==> src/hw/dprs_defines.vh <==
`ifndef DPRS_DEFINES_VH
`define DPRS_DEFINES_VH

// debug register select codes
`define DPRS_SEL_PART      8'h00
`define DPRS_SEL_REVISION  8'h01
`define DPRS_SEL_PROG_CTRL 8'h02
`define DPRS_SEL_PROG_DATA 8'hB4
`define DPRS_SEL_RESET     8'h00

// link instruction codes, two bits, first bit is bit 0
`define DPRS_INS_DATA_READ  2'h0
`define DPRS_INS_DATA_WRITE 2'h1
`define DPRS_INS_ADDR_READ  2'h2
`define DPRS_INS_ADDR_WRITE 2'h3

// programming control unlock codes
`define DPRS_UNLOCK_FIRST  8'h02
`define DPRS_UNLOCK_SECOND 8'h01

// programming data command codes
`define DPRS_CMD_BLOCK_READ  8'h06
`define DPRS_CMD_BLOCK_WRITE 8'h07
`define DPRS_CMD_PAGE_ERASE  8'h08
`define DPRS_CMD_DEVICE_ERASE 8'h03

// frame field last-bit indices (one less than field length), zero byte
`define DPRS_INS_LAST  3'h1
`define DPRS_DATA_LAST 3'h7
`define DPRS_BYTE_ZERO 8'h00

`endif

==> src/hw/dprs_debug_port.v <==
`timescale 1ns/1ps
`default_nettype none
`include "dprs_defines.vh"

module dprs_debug_port #(
    parameter [7:0] PART_ID = 8'h5A, // arbitrary value
    parameter [7:0] REV_ID = 8'h00   // arbitrary value
) (
    // clock and reset
    input wire core_clk,
    input wire reset,
    // two-wire debug link
    input wire debugClockPin,
    input wire debugDataPinIn,
    output wire debugDataPinOut,
    output wire debugDataPinOe,
    // flash programming side
    input wire progDataLoad,
    input wire [7:0] progDataIn,
    output reg progEnabled_q,
    output reg progDataWrite_q,
    output reg progCmdMatch_q,
    output reg [7:0] progData_q,
    output reg [7:0] debugRegisterSelect_q
);

    // ----------------------------------------
    // states
    // ----------------------------------------
    localparam [1:0] ST_IDLE = 2'h0;
    localparam [1:0] ST_INS = 2'h1;
    localparam [1:0] ST_DIN = 2'h2;
    localparam [1:0] ST_DOUT = 2'h3;

    // ----------------------------------------
    // pin synchronisers
    // ----------------------------------------
    reg clkMeta_q;
    reg clkSync_q;
    reg clkPrev_q;
    reg datMeta_q;
    reg datSync_q;

    always @(posedge core_clk)
    begin
        if (reset)
        begin
            clkMeta_q <= 1'b0;
            clkSync_q <= 1'b0;
            clkPrev_q <= 1'b0;
            datMeta_q <= 1'b1;
            datSync_q <= 1'b1;
        end
        else
        begin
            clkMeta_q <= debugClockPin;
            clkSync_q <= clkMeta_q;
            clkPrev_q <= clkSync_q;
            datMeta_q <= debugDataPinIn;
            datSync_q <= datMeta_q;
        end
    end

    wire linkRise = clkSync_q & ~clkPrev_q;
    wire linkFall = ~clkSync_q & clkPrev_q;

    // ----------------------------------------
    // read mux
    // ----------------------------------------
    reg [7:0] progCtrl_q;
    reg [7:0] readValue;

    // unlisted selects answer zero rather than floating the line
    always @*
    begin
        if (debugRegisterSelect_q == `DPRS_SEL_PART)
            readValue = PART_ID;
        else if (debugRegisterSelect_q == `DPRS_SEL_REVISION)
            readValue = REV_ID;
        else if (debugRegisterSelect_q == `DPRS_SEL_PROG_CTRL)
            readValue = progCtrl_q;
        else if (debugRegisterSelect_q == `DPRS_SEL_PROG_DATA)
            readValue = progData_q;
        else
            readValue = `DPRS_BYTE_ZERO;
    end

    // ----------------------------------------
    // frame engine
    // ----------------------------------------
    reg [1:0] state_q;
    reg [2:0] bitCnt_q;
    reg [1:0] ins_q;
    reg [7:0] shift_q;
    reg driveOn_q;
    reg unlockArmed_q;
    reg [7:0] wrByte;

    always @*
    begin
        wrByte = {datSync_q, shift_q[7:1]};
    end

    assign debugDataPinOut = shift_q[0];
    assign debugDataPinOe = driveOn_q;

    always @(posedge core_clk)
    begin
        if (reset)
        begin
            state_q <= ST_IDLE;
            bitCnt_q <= 3'h0;
            ins_q <= 2'h0;
            shift_q <= `DPRS_BYTE_ZERO;
            driveOn_q <= 1'b0;
            debugRegisterSelect_q <= `DPRS_SEL_RESET;
            progCtrl_q <= `DPRS_BYTE_ZERO;
            progData_q <= `DPRS_BYTE_ZERO;
            unlockArmed_q <= 1'b0;
            progEnabled_q <= 1'b0;
            progDataWrite_q <= 1'b0;
            progCmdMatch_q <= 1'b0;
        end
        else
        begin
            progDataWrite_q <= 1'b0;
            if (progDataLoad)
                progData_q <= progDataIn;
            case (state_q)
            ST_IDLE:
            begin
                // start: host holds data low at a rising edge
                if (linkRise && !datSync_q)
                begin
                    state_q <= ST_INS;
                    bitCnt_q <= 3'h0;
                end
            end
            ST_INS:
            begin
                if (linkRise)
                begin
                    ins_q <= {datSync_q, ins_q[1]};
                    bitCnt_q <= bitCnt_q + 3'h1;
                    if (bitCnt_q == `DPRS_INS_LAST)
                    begin
                        bitCnt_q <= 3'h0;
                        // bit 0 marks a write, bit 1 the select register
                        if (ins_q[1])
                        begin
                            state_q <= ST_DIN;
                        end
                        else
                        begin
                            // device answers on the shared line
                            state_q <= ST_DOUT;
                            driveOn_q <= 1'b1;
                            if (datSync_q)
                                shift_q <= debugRegisterSelect_q;
                            else
                                shift_q <= readValue;
                        end
                    end
                end
            end
            ST_DIN:
            begin
                if (linkRise)
                begin
                    shift_q <= wrByte;
                    bitCnt_q <= bitCnt_q + 3'h1;
                    if (bitCnt_q == `DPRS_DATA_LAST)
                    begin
                        state_q <= ST_IDLE;
                        if (ins_q == `DPRS_INS_ADDR_WRITE)
                            debugRegisterSelect_q <= wrByte;
                        else if (debugRegisterSelect_q ==
                                 `DPRS_SEL_PROG_CTRL)
                        begin
                            progCtrl_q <= wrByte;
                            // any other byte breaks the sequence
                            unlockArmed_q <= (wrByte ==
                                              `DPRS_UNLOCK_FIRST);
                            if (unlockArmed_q &&
                                wrByte == `DPRS_UNLOCK_SECOND)
                                progEnabled_q <= 1'b1;
                        end
                        else if (debugRegisterSelect_q ==
                                 `DPRS_SEL_PROG_DATA)
                        begin
                            progData_q <= wrByte;
                            progDataWrite_q <= progEnabled_q;
                            progCmdMatch_q <=
                                (wrByte == `DPRS_CMD_BLOCK_READ) ||
                                (wrByte == `DPRS_CMD_BLOCK_WRITE) ||
                                (wrByte == `DPRS_CMD_PAGE_ERASE) ||
                                (wrByte == `DPRS_CMD_DEVICE_ERASE);
                        end
                        // identifier and unlisted selects drop it
                    end
                end
            end
            ST_DOUT:
            begin
                if (linkRise)
                begin
                    bitCnt_q <= bitCnt_q + 3'h1;
                    if (bitCnt_q == `DPRS_DATA_LAST)
                    begin
                        state_q <= ST_IDLE;
                        driveOn_q <= 1'b0;
                    end
                end
                // first fall skipped: bit 0 stands until the first data edge
                else if (linkFall && bitCnt_q != 3'h0)
                    shift_q <= {1'b0, shift_q[7:1]};
            end
            default:
                state_q <= ST_IDLE;
            endcase
        end
    end

endmodule
`default_nettype wire

==> config.mk <==
export PLATFORM = sky130hd
export DESIGN_NAME = dprs_debug_port
export DESIGN_NICKNAME = d
export VERILOG_FILES = /design/src/hw/dprs_debug_port.v
export VERILOG_INCLUDE_DIRS = /design/src /design/src/hw
export SDC_FILE = /design/constraint.sdc
export NUM_CORES = 1
export LEC_CHECK = 0
export BUFFER_PORTS_ARGS = -buffer_cell sky130_fd_sc_hd__buf_4
export CAP_MARGIN = 10
export CELL_PAD_IN_SITES_DETAIL_PLACEMENT = 1
export CELL_PAD_IN_SITES_GLOBAL_PLACEMENT = 1
export CORE_MARGIN = 2
export CORE_UTILIZATION = 42
export DETAILED_ROUTE_END_ITERATION = 16
export GPL_ROUTABILITY_DRIVEN = 0
export PLACE_DENSITY = 0.88
export SYNTH_ARGS = -nofsm -noshare
export SYNTH_HDL_FRONTEND = slang
export SYNTH_SLANG_ARGS = --single-unit
==> constraint.sdc <==
create_clock -name core_clk -period 2.35 [get_ports core_clk]
set_input_delay 0.235 -clock core_clk [delete_from_list [all_inputs] [get_ports core_clk]]
set_output_delay 0.235 -clock core_clk [all_outputs]
set_load 0.02 [all_outputs]
==> reports/metrics.cfg <==
[setup_path]
cp-start-kind=flip-flop
crit_type=reg2reg
slowest_stage=or4_4
crit_path_max_incr_delay_ps=670
endpoint_kind=flip-flop
cpMostUsedCell=ha_1
ff2ff_setup_slack_ps=160
cp_cell_sequence=ha_1 > ha_1 > nand4b_1 > or4_4 > buf_4 > o21ai_0 > a21oi_1
cpLargestDelayFamily=simple AND/OR/NAND/NOR gates
critPathBufInv=1
required_ps=2540
critPathArrivalTime_ps=2380
crit_path_max_fanout=14

[grt]
use_met2_pct=38.7
grt_pass1_vias=2300
antenna_found_initial=0
track_usage_pct=24.4
grt_first_pass_wirelength_microns=11900
met1_usage_pct=34.4
top_usage_layer=met2
overflow=0
grt_use_met3_pct=3.17
grt_max_degree=50

[floorplan]
fp.coreArea_sq_um=5510
num_rows=27
dieHeight_microns=79.4
ioPinCount=34
die_area_sq_um=6300
die_w_microns=79.4
start_util_pct=43.4

[detailed_routing]
vias_per_cell=5.99
vias=2263
drc=0
dr.pass1.iters=4
drtAntennaViolNets=0
drt_iter0_markers=165
post_drt_wl_per_cell_microns=18.9
routed_wirelength_microns=7130

[clock_network]
cts_sinks=49
cts_buffers=5
cts_tree=built
root_buffer=clkbuf_8
clk_latency_ps=310
clockBufferDepth=2
h-tree-depth=2
clk_pin_slew_ps=100
post_cts_buffers=0

[pwr]
leakage_uw=0.00101
finalPower_uw=1510
power_density_nw_per_um2=535
ir_drop_v=0.000340
pwr-share-seq_pct=56.5
pwr-share-clk_pct=37.3
intPower_uw=1160
combPwrFrac_pct=6.2
switching_power_uw=351
p_sw_share_pct=23.3

[synthesis]
netlist_area_sq_um=2390
ys_seq_elements=49
seq_area_frac_synth_pct=41.1
synth.avg_cell_area_sq_um=8.59
synth-edff-count=0
synthFlopType=dfxtp_1
ys_warn_count=0
synth_cell_type_count=46
synthArstFlopShare_pct=0
syn_nets=295
synthCells=278

[sta]
timing.final.crit_share_pct=93.3
clock-skew-final_ps=9.00
setup-violations-final=0
hold_violations=0
tns_ps=0
relSlewSlack_pct=64.0
tightest_slew_ps=535
fmax_mhz=456
period_needed_ps=2190
report.final.slew_viol_count=0
fin_ws_ps=159
grt_setup_unrepaired=no

[placement]
portBuffers=33
dp_hpwl_microns=5080
preCtsSetupSlack_ps=-27.7
dp.cells=370

[final_layout]
area_growth_pct=18.1
nNetsFinal=322
antenna_cells=0
finalNonFillerCells=378
final_layout_size_suffix_gt1_share_pct=19.3

[status]
status=finished clean

[worst_hold_path]
hold_path.class=in2reg

[run]
cap_violations=0

==> cell usage after synthesis (4+ instances only) <==
master	n	area, sq um
a211oi_1	8	60.1
a21oi_1	20	100
a221oi_1	4	35.0
a311oi_1	4	35.0
buf_2	4	20.0
clkbuf_1	16	60.1
dfxtp_1	49	981
ha_1	4	50.1
inv_1	5	18.8
mux2i_1	16	160
nand2_1	17	63.8
nand2b_1	10	62.6
nand3_1	9	45.0
nor2_1	16	60.1
nor2b_1	6	37.5
nor3_1	18	90.1
nor3b_1	5	37.5
o21a_1	4	30.0
o21ai_0	15	75.1
o2bb2ai_1	4	35.0
==> cell families after synthesis <==
logic type / share of synthesized area (%)
adders and majority gates: 2.10
AOI/OAI and AO/OA: 21.2
and+or+nand+nor: 24.1
muxes: 6.71
buffers and inverters: 4.87
DFF: 41.1
==> routing by layer <==
metal | up-vias | wire (microns) | part of all wire [%]
met5 | - | 0 | 0
met4 | 0 | 131 | 1.8
met3 | 13 | 326 | 4.6
met2 | 71 | 3370 | 47
met1 | 1104 | 3300 | 46
li1 | 1075 | - | -
==> sequential cells by signal, summed over array words and instances, names as in the netlist <==
signal and flops:
datMeta_q 1, progData_q 8, clkMeta_q 1, clkSync_q 1
state_q 2, debugDataPinOe 1, datSync_q 1, bitCnt_q 3
unlockArmed_q 1, debugRegisterSelect_q 8, shift_q 8, progDataWrite_q 1
progCmdMatch_q 1, progCtrl_q 8, clkPrev_q 1, ins_q 2
progEnabled_q 1
==> layout make-up <==
cell class | count | area [sq um]
Clock buffer | 7 | 96.3
Clock inverter | 1 | 8.76
Fill cell | 660 | 2690
Inverter | 5 | 18.8
Multi-Input combinational cell | 200 | 1290
Sequential cell | 49 | 981
Tap cell | 72 | 90.1
Timing Repair Buffer | 44 | 330
==> stage by stage <==
stage | utilization [%] | area (sq um) | hold slack (ps)
after global placement | 49.2 | 2710 | 395
after detailed placement | 49.2 | 2710 | 401
after global routing | 51.2 | 2820 | 110
final | 51.2 | 2820 | 109
after CTS | 51.2 | 2820 | 104
after floorplan | - | 2390 | 339
==> what timing repair did <==
item	4_1_cts	5_1_grt
endpoints found under the setup margin	3	0
resized for setup	1	0
hold buffers	0	0
==> path summary, 6_finish.rpt <==
path                                          startpoint                           to  cells past startpoint
worst min register to register      datMeta_q$_SDFF_PP1_         datSync_q$_SDFF_PP1_                      1
worst min-delay path                      debugDataPinIn         datMeta_q$_SDFF_PP1_                      2
worst max-delay path            bitCnt_q[0]$_SDFFE_PP0P_  progCmdMatch_q$_SDFFE_PP0P_                      7
worst max register to register  bitCnt_q[0]$_SDFFE_PP0P_  progCmdMatch_q$_SDFFE_PP0P_                      7
==> layout by cell type (no fill, tap or decap), types with 5 or more instances in the layout <==
| cell | instances |
|---|---|
| dfxtp_1 | 49 |
| buf_4 | 44 |
| a21oi_1 | 20 |
| nor3_1 | 18 |
| nand2_1 | 17 |
| mux2i_1 | 16 |
| nor2_1 | 16 |
| o21ai_0 | 15 |
| nand2b_1 | 10 |
| nand3_1 | 9 |
| a211oi_1 | 8 |
| clkbuf_8 | 7 |
| nor2b_1 | 6 |
| inv_1 | 5 |
| nor3b_1 | 5 |
==> power by group through the flow <==
stage	Clock (uW)	Combinational, uW	Sequential, uW
finish	563	92.9	852
global route	604	101	854
CTS	575	93.6	852
floorplan	0	44.2	878
detailed placement	0	92.9	871
global placement	0	90.7	870
(Power assumes the default switching activity.)
